## src/pkg/smmc_pkg.sv

```systemverilog
// Package for the serial module mode controller: register map, field
// layouts, reset values, timing constants and the state types.
// Assumes a 100 MHz core clock and a 32-bit Avalon-MM register bus.
package smmc_pkg;

    // ==================================================================
    // Timing
    localparam int CLK_HZ          = 100_000_000;
    localparam int BAUD_DEFAULT    = 9600;
    localparam int BIT_CYCLES      = CLK_HZ / BAUD_DEFAULT;
    localparam int FRAME_BITS      = 10;                   // Start, 8 data, 1 stop
    localparam int BREAK_CYCLES    = BIT_CYCLES * (FRAME_BITS + 1);
    localparam int CONNECT_TRIES   = 3;
    localparam int PEER_SLOTS      = 3;

    // ==================================================================
    // Register offsets (byte addresses)
    localparam logic [5:0] REG_CTRL    = 6'h00;
    localparam logic [5:0] REG_STATUS  = 6'h04;
    localparam logic [5:0] REG_IRQSTAT = 6'h08;
    localparam logic [5:0] REG_IRQMASK = 6'h0C;
    localparam logic [5:0] REG_EVENT   = 6'h10;
    localparam logic [5:0] REG_BAUDDIV = 6'h14;

    // ==================================================================
    // Control register fields
    localparam int CTRL_CMD_MODE   = 0;    // 1 = command mode, 0 = automatic
    localparam int CTRL_FORCE_MST  = 1;
    localparam int CTRL_FILT_LO    = 2;    // Two-bit event filter level
    localparam int CTRL_RECONNECT  = 4;    // Write 1: connect stored peers

    // Filter levels
    localparam logic [1:0] FILT_NONE = 2'h0;
    localparam logic [1:0] FILT_STD  = 2'h1;
    localparam logic [1:0] FILT_ALL  = 2'h2;

    // Interrupt bits
    localparam int IRQ_EVENT   = 0;
    localparam int IRQ_BREAK   = 1;
    localparam int IRQ_LINKUP  = 2;
    localparam int IRQ_REFUSED = 3;
    localparam int IRQ_BITS    = 4;

    // Event codes delivered to the host
    localparam logic [3:0] EV_PORT_OPEN  = 4'h1;
    localparam logic [3:0] EV_LINK_OK    = 4'h2;
    localparam logic [3:0] EV_LINK_FAIL  = 4'h3;
    localparam logic [3:0] EV_CMD_DONE   = 4'h4;
    localparam logic [3:0] EV_PHY_CHANGE = 4'h5;

    // Reset values
    localparam logic [1:0]  FILT_RESET    = FILT_STD;
    localparam logic [15:0] BAUDDIV_RESET = 16'(BIT_CYCLES);

    // ==================================================================
    // Types
    typedef enum logic [2:0] {
        ST_LOAD, ST_IDLE, ST_DIAL, ST_WAIT, ST_PASS
    } smmc_state_t;

    typedef struct packed {
        logic       cmdMode;
        logic       forceMaster;
        logic [1:0] filter;
        logic [15:0] baudDiv;
    } smmc_cfg_t;

    typedef struct packed {
        logic       valid;
        logic [3:0] code;
        logic [3:0] arg;
    } smmc_event_t;

endpackage

```

## src/hdl/smmc_mode_ctrl.sv

```systemverilog
// Mode controller of a serial radio module: operation mode, pass-through,
// stored-peer auto connect, event filter and host break detection.
// Assumes nonvolatile_store answers loads, and a radio link engine outside.
//
// The implementer's own choices: the Avalon-MM register port and the register offsets.
`timescale 1ns/1ps
`default_nettype none

module smmc_mode_ctrl #(
    parameter int BREAK_LEN = smmc_pkg::BREAK_CYCLES   // Break length in cycles
) (
    input  wire logic        core_clk,        // 100 MHz clock
    input  wire logic        arst_n,          // Async reset, active low
    // Avalon-MM slave
    input  wire logic [5:0]  avs_address,     // Byte address
    input  wire logic        avs_read,        // Read strobe
    input  wire logic        avs_write,       // Write strobe
    input  wire logic [31:0] avs_writedata,   // Write data
    output logic      [31:0] avs_readdata,    // Read data
    output logic             avs_waitrequest, // Stall
    output logic             irq,             // Level interrupt
    // Nonvolatile store
    output logic             nvsLoadReq,      // Load request
    input  wire logic        nvsLoadDone,     // Load done pulse
    input  wire logic        nvsCmdMode,      // Stored mode, 0 = automatic
    input  wire logic [1:0]  nvsPeerCount,    // Stored peers 0..3
    input  wire logic [1:0]  nvsFilter,       // Stored filter level
    // Radio link engine
    output logic             connectable,     // Page scan enabled
    output logic             discoverable,    // Inquiry scan enabled
    output logic             dialReq,         // Dial stored peer pulse
    output logic      [1:0]  dialSlot,        // Peer slot being dialled
    input  wire logic        dialDone,        // Dial finished pulse
    input  wire logic        dialOk,          // Dial succeeded
    input  wire logic        inLinkReq,       // Incoming link request pulse
    input  wire logic        inRoleSwitchOk,  // Peer agrees to role switch
    input  wire logic [3:0]  inLinkPort,      // Emulated port of request
    output logic             inLinkAccept,    // Accept pulse
    output logic             inLinkRefuse,    // Refuse pulse
    input  wire logic [1:0]  linkCount,       // Active links
    input  wire logic        phyChange,       // Physical layer change pulse
    // Host UART
    input  wire logic        uartRxPin,       // Raw host receive line
    input  wire logic        rxByteValid,     // Received byte pulse
    input  wire logic [7:0]  rxByte,          // Received byte
    input  wire logic        cmdDone,         // Host command completed pulse
    output logic             cmdByteValid,    // Byte to command parser
    output logic             linkByteValid,   // Byte to radio link
    output logic      [7:0]  fwdByte,         // Forwarded byte
    output logic             passThrough      // Pass-through active
);

    // ==================================================================
    // State
    typedef struct packed {
        smmc_pkg::smmc_state_t st;
        smmc_pkg::smmc_cfg_t   cfg;
        logic [1:0]            slot;
        logic [1:0]            tries;
        logic [1:0]            peers;
        logic [3:0]            irqStat;
        logic [3:0]            irqMask;
        smmc_pkg::smmc_event_t ev;
        logic [2:0]            rxSync;
        logic [31:0]           lowCnt;
        logic                  brk;
        logic                  dial;
        logic                  acc;
        logic                  ref_;
        logic                  cmdV;
        logic                  lnkV;
        logic [7:0]            fwd;
        logic [31:0]           rdata;
        logic                  rdv;
    } smmc_regs_t;

    smmc_regs_t r;
    smmc_regs_t next_r;

    logic access;

    // Event post: filter level decides whether it reaches the host
    function automatic logic passes(input logic [1:0] f, input logic [3:0] c);
        passes = (f == smmc_pkg::FILT_ALL) ||
                 ((f == smmc_pkg::FILT_STD) && (c != smmc_pkg::EV_PHY_CHANGE));
    endfunction

    // ==================================================================
    // Next-state logic
    always_comb begin
        logic [3:0] evSet;
        logic       post;
        logic [3:0] pCode;
        logic [3:0] pArg;
        evSet = 4'h0;
        post  = 1'b0;
        pCode = 4'h0;
        pArg  = 4'h0;
        next_r = r;
        next_r.dial = 1'b0;
        next_r.acc  = 1'b0;
        next_r.ref_ = 1'b0;
        next_r.cmdV = 1'b0;
        next_r.lnkV = 1'b0;
        next_r.rdv  = 1'b0;
        access = 1'b0;

        // Break detector on a three-stage synchronised line
        next_r.rxSync = {r.rxSync[1:0], uartRxPin};
        if (r.rxSync[2] == r.rxSync[1] && r.rxSync[2]) begin
            next_r.lowCnt = 32'h0;
            next_r.brk    = 1'b0;
        end else if (r.rxSync[2] == r.rxSync[1] && !r.rxSync[2]) begin
            if (r.lowCnt < 32'(BREAK_LEN)) begin
                next_r.lowCnt = r.lowCnt + 32'h1;
            end
        end
        if (r.lowCnt == 32'(BREAK_LEN) - 32'h1 && !r.brk) begin
            next_r.brk = 1'b1;
            evSet[smmc_pkg::IRQ_BREAK] = 1'b1;
        end

        // Byte routing: pass-through sends bytes raw to the link
        if (rxByteValid) begin
            next_r.fwd = rxByte;
            if (r.st == smmc_pkg::ST_PASS) begin
                next_r.lnkV = 1'b1;
            end else if (r.st != smmc_pkg::ST_LOAD) begin
                next_r.cmdV = 1'b1;
            end
        end

        if (cmdDone) begin
            post = 1'b1;
            pCode = smmc_pkg::EV_CMD_DONE;
        end
        if (phyChange) begin
            post = 1'b1;
            pCode = smmc_pkg::EV_PHY_CHANGE;
        end

        // Incoming links
        if (inLinkReq && r.st != smmc_pkg::ST_LOAD) begin
            if (r.st == smmc_pkg::ST_PASS ||
                (r.cfg.forceMaster && !inRoleSwitchOk)) begin
                next_r.ref_ = 1'b1;
                evSet[smmc_pkg::IRQ_REFUSED] = 1'b1;
            end else begin
                next_r.acc = 1'b1;
                evSet[smmc_pkg::IRQ_LINKUP] = 1'b1;
                post  = 1'b1;
                pCode = smmc_pkg::EV_PORT_OPEN;
                pArg  = inLinkPort;
                if (!r.cfg.cmdMode && linkCount == 2'h0) begin
                    next_r.st = smmc_pkg::ST_PASS;
                end
            end
        end

        case (r.st)
            smmc_pkg::ST_LOAD: begin
                if (nvsLoadDone) begin
                    next_r.cfg.cmdMode = nvsCmdMode;
                    next_r.cfg.filter  = nvsFilter;
                    next_r.peers = (nvsPeerCount > 2'(smmc_pkg::PEER_SLOTS)) ?
                                   2'(smmc_pkg::PEER_SLOTS) : nvsPeerCount;
                    next_r.slot  = 2'h0;
                    next_r.tries = 2'h0;
                    if (!nvsCmdMode && nvsPeerCount != 2'h0) begin
                        next_r.st = smmc_pkg::ST_DIAL;
                    end else begin
                        next_r.st = smmc_pkg::ST_IDLE;
                    end
                end
            end
            smmc_pkg::ST_DIAL: begin
                if (next_r.st == smmc_pkg::ST_DIAL) begin
                    next_r.dial = 1'b1;
                    next_r.st   = smmc_pkg::ST_WAIT;
                end
            end
            smmc_pkg::ST_WAIT: begin
                if (dialDone && next_r.st == smmc_pkg::ST_WAIT) begin
                    post  = 1'b1;
                    pCode = dialOk ? smmc_pkg::EV_LINK_OK : smmc_pkg::EV_LINK_FAIL;
                    pArg  = {2'h0, r.slot};
                    if (dialOk || r.tries == 2'(smmc_pkg::CONNECT_TRIES - 1)) begin
                        next_r.tries = 2'h0;
                        next_r.slot  = r.slot + 2'h1;
                        next_r.st    = (r.slot + 2'h1 >= r.peers) ?
                                       smmc_pkg::ST_IDLE : smmc_pkg::ST_DIAL;
                    end else begin
                        next_r.tries = r.tries + 2'h1;
                        next_r.st    = smmc_pkg::ST_DIAL;
                    end
                end
            end
            smmc_pkg::ST_PASS: begin
                if ((!r.brk && next_r.brk) || linkCount > 2'h1) begin
                    next_r.st = smmc_pkg::ST_IDLE;
                end
            end
            smmc_pkg::ST_IDLE: begin
            end
            default: next_r.st = smmc_pkg::ST_IDLE;
        endcase

        // Register access, answered in one cycle
        access = (avs_read || avs_write) && !r.rdv;
        if (access && avs_write) begin
            case (avs_address)
                smmc_pkg::REG_CTRL: begin
                    next_r.cfg.cmdMode     = avs_writedata[smmc_pkg::CTRL_CMD_MODE];
                    next_r.cfg.forceMaster = avs_writedata[smmc_pkg::CTRL_FORCE_MST];
                    next_r.cfg.filter      = avs_writedata[smmc_pkg::CTRL_FILT_LO +: 2];
                    if (avs_writedata[smmc_pkg::CTRL_RECONNECT] && r.peers != 2'h0 &&
                        next_r.st == smmc_pkg::ST_IDLE) begin
                        next_r.slot  = 2'h0;
                        next_r.tries = 2'h0;
                        next_r.st    = smmc_pkg::ST_DIAL;
                    end
                end
                smmc_pkg::REG_IRQSTAT: next_r.irqStat = r.irqStat & ~avs_writedata[3:0];
                smmc_pkg::REG_IRQMASK: next_r.irqMask = avs_writedata[3:0];
                smmc_pkg::REG_EVENT:   next_r.ev.valid = 1'b0;
                smmc_pkg::REG_BAUDDIV: next_r.cfg.baudDiv = avs_writedata[15:0];
                default: ;
            endcase
        end
        // Event post after the host's clear, so a clear in the same cycle never drops a fresh event
        if (post && passes(r.cfg.filter, pCode)) begin
            next_r.ev = '{valid: 1'b1, code: pCode, arg: pArg};
            evSet[smmc_pkg::IRQ_EVENT] = 1'b1;
        end
        if (access && avs_read) begin
            next_r.rdv = 1'b1;
            case (avs_address)
                smmc_pkg::REG_CTRL:    next_r.rdata = {26'h0, 2'h0, r.cfg.filter,
                                                       r.cfg.forceMaster, r.cfg.cmdMode};
                smmc_pkg::REG_STATUS:  next_r.rdata = {22'h0, r.peers, r.slot, linkCount,
                                                       r.brk, 2'h0, 1'(r.st == smmc_pkg::ST_PASS)};
                smmc_pkg::REG_IRQSTAT: next_r.rdata = {28'h0, r.irqStat};
                smmc_pkg::REG_IRQMASK: next_r.rdata = {28'h0, r.irqMask};
                smmc_pkg::REG_EVENT:   next_r.rdata = {23'h0, r.ev};
                smmc_pkg::REG_BAUDDIV: next_r.rdata = {16'h0, r.cfg.baudDiv};
                default:               next_r.rdata = 32'h0;
            endcase
        end
        // Set wins over clear
        next_r.irqStat = next_r.irqStat | evSet;
    end

    // ==================================================================
    // State register
    always_ff @(posedge core_clk or negedge arst_n) begin
        if (!arst_n) begin
            r <= '0;
            r.st <= smmc_pkg::ST_LOAD;
            r.cfg.filter <= smmc_pkg::FILT_RESET;
            r.cfg.baudDiv <= smmc_pkg::BAUDDIV_RESET;
            r.cfg.cmdMode <= 1'b0;
            r.rxSync <= 3'h7;
        end else begin
            r <= next_r;
        end
    end

    // Outputs
    assign avs_readdata    = r.rdata;
    assign avs_waitrequest = (avs_read && !r.rdv);
    assign irq             = |(r.irqStat & r.irqMask);
    assign nvsLoadReq      = (r.st == smmc_pkg::ST_LOAD);
    assign connectable     = (r.st != smmc_pkg::ST_LOAD) && (r.st != smmc_pkg::ST_PASS);
    assign discoverable    = connectable;
    assign dialReq         = r.dial;
    assign dialSlot        = r.slot;
    assign inLinkAccept    = r.acc;
    assign inLinkRefuse    = r.ref_;
    assign cmdByteValid    = r.cmdV;
    assign linkByteValid   = r.lnkV;
    assign fwdByte         = r.fwd;
    assign passThrough     = (r.st == smmc_pkg::ST_PASS);

endmodule // smmc_mode_ctrl

`default_nettype wire

```

## config.mk

```make
export PLATFORM = sky130hd
export DESIGN_NAME = smmc_mode_ctrl
export DESIGN_NICKNAME = d
export VERILOG_FILES = /design/src/pkg/smmc_pkg.sv /design/src/hdl/smmc_mode_ctrl.sv
export SDC_FILE = /design/constraint.sdc
export NUM_CORES = 1
export LEC_CHECK = 0
export ABC_AREA = 1
export BUFFER_PORTS_ARGS = -buffer_cell sky130_fd_sc_hd__buf_2
export CORE_UTILIZATION = 30
export CTS_BUF_LIST = sky130_fd_sc_hd__clkbuf_8
export CTS_CLUSTER_DIAMETER = 80
export CTS_CLUSTER_SIZE = 12
export DETAILED_ROUTE_END_ITERATION = 6
export GPL_TIMING_DRIVEN = 1
export PLACE_DENSITY = 0.59
export SLEW_MARGIN = 30
export SYNTH_ARGS = -nofsm -noshare
export SYNTH_HDL_FRONTEND = slang
export SYNTH_SLANG_ARGS = --single-unit
```

## constraint.sdc

```tcl
create_clock -name core_clk -period 2.1 [get_ports core_clk]
set_input_delay 0.105 -clock core_clk [delete_from_list [all_inputs] [get_ports core_clk]]
set_output_delay 0.105 -clock core_clk [all_outputs]
set_load 0.02 [all_outputs]
```

* Word level (Yosys, flattened, before mapping) *
Index checks and enable logic that the tools add are counted.

word-level totals
  bits in registers = 112
  logic and storage cells = 167
  output and inout bits = 53
  input bits = 70

operators by class
  add/subtract/negate cells = 3
  $lt $le $gt $ge = 4
  reductions and logical operators = 46
  equality and inequality tests = 19
  bitwise gates (word level) = 4
  mux-type cells = 67

operator list
  kind                                                          count
  two-way mux 32 bit                                            3
  case mux 16 bit (6 select lines)                              1
  two-way mux 4 bit                                             15
  adder 32 x 1 -> 32 bit, second input constant                 1
  equality test 32 x 17 -> 1 bit, second input constant         1
  less-than comparator 32 x 17 -> 1 bit, second input constant  1
  two-way mux 27 bit                                            1
  two-way mux 3 bit                                             8
  two-way mux 1 bit                                             21
  two-way mux 2 bit                                             10
  logical AND 1 bit                                             18
  two-way mux 9 bit                                             2
  two-way mux 16 bit                                            1
  case mux 3 bit (5 select lines)                               1
  equality test 3 x 2 -> 1 bit, second input constant           4
  equality test 6 x 4 -> 1 bit, second input constant           2
  equality test 6 x 5 -> 1 bit, second input constant           2
  AND reduction 2 bit                                           6
  nonzero test 2 bit                                            6
  two-way mux 10 bit                                            1
  bitwise AND 4 bit                                             2
  case mux 4 bit (2 select lines)                               1
  two-way mux 7 bit                                             1
  equality test 3 x 1 -> 1 bit, second input constant           2
  other kinds (21)                                              32

* Longest topological paths before layout *
  word-level depth = 15
  gate-level depth with buffers = 14
  gate-level depth less buffers = 14

* Worst setup path after synthesis *
OpenSTA, ideal clock, no wires.

  path type = reg2reg
  from = register r, in the netlist dialSlot[1]
  to = register r, in the netlist dialSlot[0]
  data arrival time = 1.590 ns
  period minus slack after synthesis = 1.703 ns
  data required time = 1.987 ns
  stages on the path, launching flop included = 15
  slack = 0.397 ns
  library setup time = 0.113 ns
  path buffers = 0
  cell sequence = dfrtp_1 xnor2_1 inv_1 ha_1 o21ai_0 nand2_1 nand2_1 inv_1 nand3_1 nand3_1 nand2_1 nor2_2 nand3_2 nand2_1 inv_1

RTL lines
  item                      line                   RTL
  start: declaration        smmc_mode_ctrl.sv:77   smmc_regs_t r;
  start signal: assignment  smmc_mode_ctrl.sv:264  r <= next_r;

* Final worst setup path *
  from = register r[125] (netlist name)
  to = register r[82] (netlist name)

between the ends
  word-level cells in the longest chain between the ends = 12
  elaborated cells between the ends (all ways) = 26
  classes of those cells = eq/ne (4); mux (15); reduce/logical (7)

ends and longest elaborated chain
  item                            line                   RTL
  equality test 3 bit             smmc_mode_ctrl.sv:144  if (r.st == smmc_pkg::ST_PASS ||
  logical OR 1 bit                smmc_mode_ctrl.sv:144
  two-way mux 3 bit               smmc_mode_ctrl.sv:144
  two-way mux 3 bit               smmc_mode_ctrl.sv:143  if (inLinkReq && r.st != smmc_pkg::ST_LOAD) begin
  equality test 3 x 2 -> 1 bit    smmc_mode_ctrl.sv:183  if (dialDone && next_r.st == smmc_pkg::ST_WAIT) begin
  logical AND 1 bit               smmc_mode_ctrl.sv:183
  two-way mux 4 bit               smmc_mode_ctrl.sv:183
  two-way mux 4 bit               smmc_mode_ctrl.sv:160  case (r.st)
  inequality test 4 x 3 -> 1 bit  smmc_mode_ctrl.sv:85   ((f == smmc_pkg::FILT_STD) && (c != smmc_pkg::EV_PHY_CHANGE));
  logical AND 1 bit               smmc_mode_ctrl.sv:85
  logical OR 1 bit                smmc_mode_ctrl.sv:84   passes = (f == smmc_pkg::FILT_ALL) ||
  logical AND 1 bit               smmc_mode_ctrl.sv:231  if (post && passes(r.cfg.filter, pCode)) begin

Parallel ways exist; a longest one is shown, timed or not.
A chain may end at the register's enable or synchronous reset.

==> results.txt <==
----------------------------------------------------
[Run status]
  Outcome ... finished, final reports clean

[Route]
  Routed Antenna Nets ... 0
  Vias ... 4,511
  Number of detailed-route iterations in the first pass ... 4
  Drt via density ... 4.367
  Final routed wire length divided by cell count ... 12.78 um
  Number of remaining DRC errors ... 0
  Overall routed net length ... 13,200 um
  Number of violations reported at the end of detailed-routing iteration 0 ... 243

[Placed design]
  Port bufs ... 90
  Post-Place Worst Slack ... 0.2467 ns
  Number of placed instances with taps included ... 982
  Post-detail-place hpwl ... 9497 um
  Gpl congestion ... 0.8162

[Power and ir drop]
  Peak supply drop ... 406.4 uV
  Total power per unit cell area ... 782.5 nW/um^2
  Leakage ... 3.511 nW
  Clock network power share ... 0.279
  Switching power ... 0.001747 W
  Internal power component ... 0.003611 W
  Net switching share of the total power ... 0.3260
  Sequential fraction of design power ... 0.475
  Combinational share of power ... 0.246

[Worst setup path]
  Crit path capture type ... flip-flop
  Worst endpoint required time ... 2.44 ns
  CP Class ... flip-flop to flip-flop
  Largest fanout of any net on the critical path ... 14
  Critical Path Start Type ... flip-flop
  Worst R2R End ... r[82]$_DFFE_PN0P_
  FF-to-FF path depth ... 9
  Worst path arrival time ... 2.19 ns
  Internal reg-to-reg setup slack ... 0.24 ns
  Reg-to-reg critical path startpoint ... r[125]$_DFF_PN0_

[Final layout]
  Most common library cell in the layout ignoring fill and taps ... sky130_fd_sc_hd__nand2_1
  Commonest cells after routing, fill and taps aside ... sky130_fd_sc_hd__nand2_1, sky130_fd_sc_hd__dfrtp_1, sky130_fd_sc_hd__inv_1
  Utilization after layout ... 0.3661
  Layout overhead on the synthesized area ... 19.86%
  Share of final-layout standard cells stronger than drive strength 1 ... 0.2203
  Layout fillers ... 1,946
  Number of cells in the finished layout apart from fillers ... 1,033
  Layout Nets ... 869
  Ant. Diodes ... 0

[Min path]
  Worst hold-check path type ... primary input to flip-flop
  Worst Hold Launch ... rxByteValid
  Min-Delay Path Depth ... 3
  Worst Hold Endpoint ... fwdByte[3]$_DFFE_PN0P_

[STA]
  Total of endpoints with negative setup slack in the final report ... 0
  Minimum clock period after layout ... 1.858 ns
  Peak Freq ... 538.2 MHz
  Fin. max-slew vios ... 0
  Largest clock skew in the final design ... 0.01273 ns
  Post-route setup slack ... 0.2419 ns
  Final hold slack ... 0.02222 ns
  Post-Route Setup TNS ... 0 ns
  Fin. Hold Viols ... 0
  Worst-case headroom to the max-slew limit ... 0.6608
  Final period utilization ... 0.8848
  Unrepaired setup endpoints after global routing ... no
  Least-Margin Pin Slew ... 0.5071 ns

[Floorplan]
  Placement Rows ... 50
  Io pins ... 123
  DIE HEIGHT ... 140.0 um
  Effective utilization at floorplan ... 0.3054
  Die outline width ... 140.0 um
  Area of the die ... 19,600 um^2
  Std-Cell Core Area ... 18,710 um^2

[Synth]
  Post-Syn Instances ... 681
  Distinct cell type count after synthesis ... 44
  Yosys warning total ... 0
  Share of synthesized area occupied by flip-flops and latches ... 0.4882
  Post-Synthesis Cell Area ... 5713 um^2
  Number of synthesized register bits ... 111
  Number of flops mapped to enable cells by yosys ... 0
  Syn_area_per_cell ... 8.389 um^2
  Ys async rst share ... 1.000
  Dominant synthesized flop cell ... sky130_fd_sc_hd__dfrtp_1

[Global route]
  All-Layer GR Usage ... 0.1430
  Sum of overflow across all layers after global routing ... 0
  Vias in the first global route ... 4,354
  Largest net degree at the start of global routing ... 79
  Number of antenna violations at the first check in global routing ... 1
  First-pass GRT wire length ... 21,940 um

[Clock network]
  Post-CTS Repair Setup Buffers ... 0
  Clock buffer depth ... 2
  CTS buffer count ... 9
  Htree depth ... 3
  CTS root buffer ... sky130_fd_sc_hd__clkbuf_8
  Insertion delay of the later-clocked pin in the worst-skew pair ... 0.40 ns
  Post_cts resized ... 0
  Clock tree from TritonCTS ... done
  Clock-pin slew reported for the worst setup and hold paths after clock tree synthesis ... 0.11 ns
  Clock sink total ... 111

[Job]
  Number of violations of the max-capacitance limit ... 0

----------------------------------------------------
worst max-delay path, stage by stage, from the launching register on:
cell	delay (ns)
sky130_fd_sc_hd__dfrtp_1	0.43
sky130_fd_sc_hd__nor2_2	0.21
sky130_fd_sc_hd__nand2_2	0.16
sky130_fd_sc_hd__nand2_4	0.13
sky130_fd_sc_hd__nor2_8	0.06
sky130_fd_sc_hd__nor2_4	0.09
sky130_fd_sc_hd__nand2_1	0.10
sky130_fd_sc_hd__o21ai_4	0.41
sky130_fd_sc_hd__nand2_1	0.13
sky130_fd_sc_hd__o21ai_2	0.07
layer usage:
layer  up-vias  share of wire  track usage
li1       2316              -            -
met1      2089           0.48       0.1918
met2        88           0.46       0.2271
met3        18          0.044      0.03487
met4         0          0.019      0.04396
met5         -              0            0
cell usage after synthesis, types with 4 or more instances:
| cell type | n | share of area |
|---|---|---|
| sky130_fd_sc_hd__dfrtp_1 | 102 | 0.45 |
| sky130_fd_sc_hd__buf_6 | 4 | 0.0079 |
| sky130_fd_sc_hd__nand4_1 | 7 | 0.0077 |
| sky130_fd_sc_hd__nand2_4 | 4 | 0.0079 |
| sky130_fd_sc_hd__nand3_1 | 21 | 0.018 |
| sky130_fd_sc_hd__nor3_1 | 8 | 0.0070 |
| sky130_fd_sc_hd__nand2_2 | 7 | 0.0077 |
| sky130_fd_sc_hd__mux2_2 | 9 | 0.018 |
| sky130_fd_sc_hd__a22oi_1 | 9 | 0.012 |
| sky130_fd_sc_hd__nor2_2 | 6 | 0.0066 |
| sky130_fd_sc_hd__nor2_1 | 66 | 0.043 |
| sky130_fd_sc_hd__o21ai_0 | 50 | 0.044 |
| sky130_fd_sc_hd__a21oi_1 | 18 | 0.016 |
| sky130_fd_sc_hd__buf_4 | 43 | 0.057 |
| sky130_fd_sc_hd__xor2_1 | 12 | 0.018 |
| sky130_fd_sc_hd__dfstp_2 | 9 | 0.041 |
| sky130_fd_sc_hd__nand2_1 | 158 | 0.10 |
| sky130_fd_sc_hd__clkbuf_1 | 5 | 0.0033 |
| sky130_fd_sc_hd__ha_1 | 5 | 0.011 |
| sky130_fd_sc_hd__inv_2 | 5 | 0.0033 |
| sky130_fd_sc_hd__o21ai_2 | 6 | 0.0092 |
| sky130_fd_sc_hd__inv_1 | 91 | 0.060 |
per-stage QoR:
step / cell area [um^2] / power (W)
floorplan: 5769 / 0.003520
global placement: 6266 / 0.003837
detailed placement: 6266 / 0.003866
CTS: 6848 / 0.005434
global route: 6848 / 0.005717
finish: 6848 / 0.005358
kinds of logic after synthesis:
logic type | Yosys count | share of synthesized area
XOR/XNOR | 14 | 0.02146
AND/OR/NAND/NOR | 287 | 0.2197
other | 1 | 0.0006564
adder cells (fa/ha/maj) | 5 | 0.01095
flip-flops | 111 | 0.4882
multiplexers | 9 | 0.01774
AO/OA/AOI/OAI | 101 | 0.1067
buffers and inverters | 153 | 0.1347
timing repair:
action | CTS | global route
hold buffers | 35 | 0
setup endpoints to repair | 0 | 0
endpoints found under the hold margin | 131 | 0
registers in the layout, summed over array words and instances (netlist names):
register and flops:
r 78, avs_readdata 16, fwdByte 8, dialSlot 2, next_r 2, cmdByteValid 1
dialReq 1, inLinkAccept 1, inLinkRefuse 1, linkByteValid 1
layout make-up:
cell class,count,area [um^2],area share
clock buffers,11,151.4,0.02211
clock inverters,5,80.08,0.01169
inverters,98,367.9,0.05372
multi-input cells,432,2211,0.3229
flip-flops and latches,111,2789,0.4073
well taps,234,292.8,0.04276
repair buffers,142,955.9,0.1396
power by group through the flow:
stage	Clock (W)	Combinational, W	Sequential [W]
floorplan	0	0.000950	0.00257
global placement	0	0.00125	0.00259
detailed placement	0	0.00128	0.00259
CTS	0.00155	0.00133	0.00255
global route	0.00165	0.00149	0.00258
finish	0.00149	0.00132	0.00255
how the worst max path moves through the flow:
stage	start	to	slack [ns]	cells after the start
global route	r[125]$_DFF_PN0_	r[83]$_DFFE_PN0P_	0.009	9
detailed placement	r[125]$_DFF_PN0_	r[87]$_DFFE_PN0P_	0.25	9
floorplan	dialSlot[1]$_DFF_PN0_	dialSlot[0]$_DFF_PN0_	0.40	14
finish	r[125]$_DFF_PN0_	r[82]$_DFFE_PN0P_	0.24	9
CTS	r[125]$_DFF_PN0_	r[87]$_DFFE_PN0P_	0.22	9
global placement	r[47]$_DFFE_PN0P_	dialSlot[1]$_DFF_PN0_	0.27	12
Note: power is estimated with default switching activity, not from simulation.
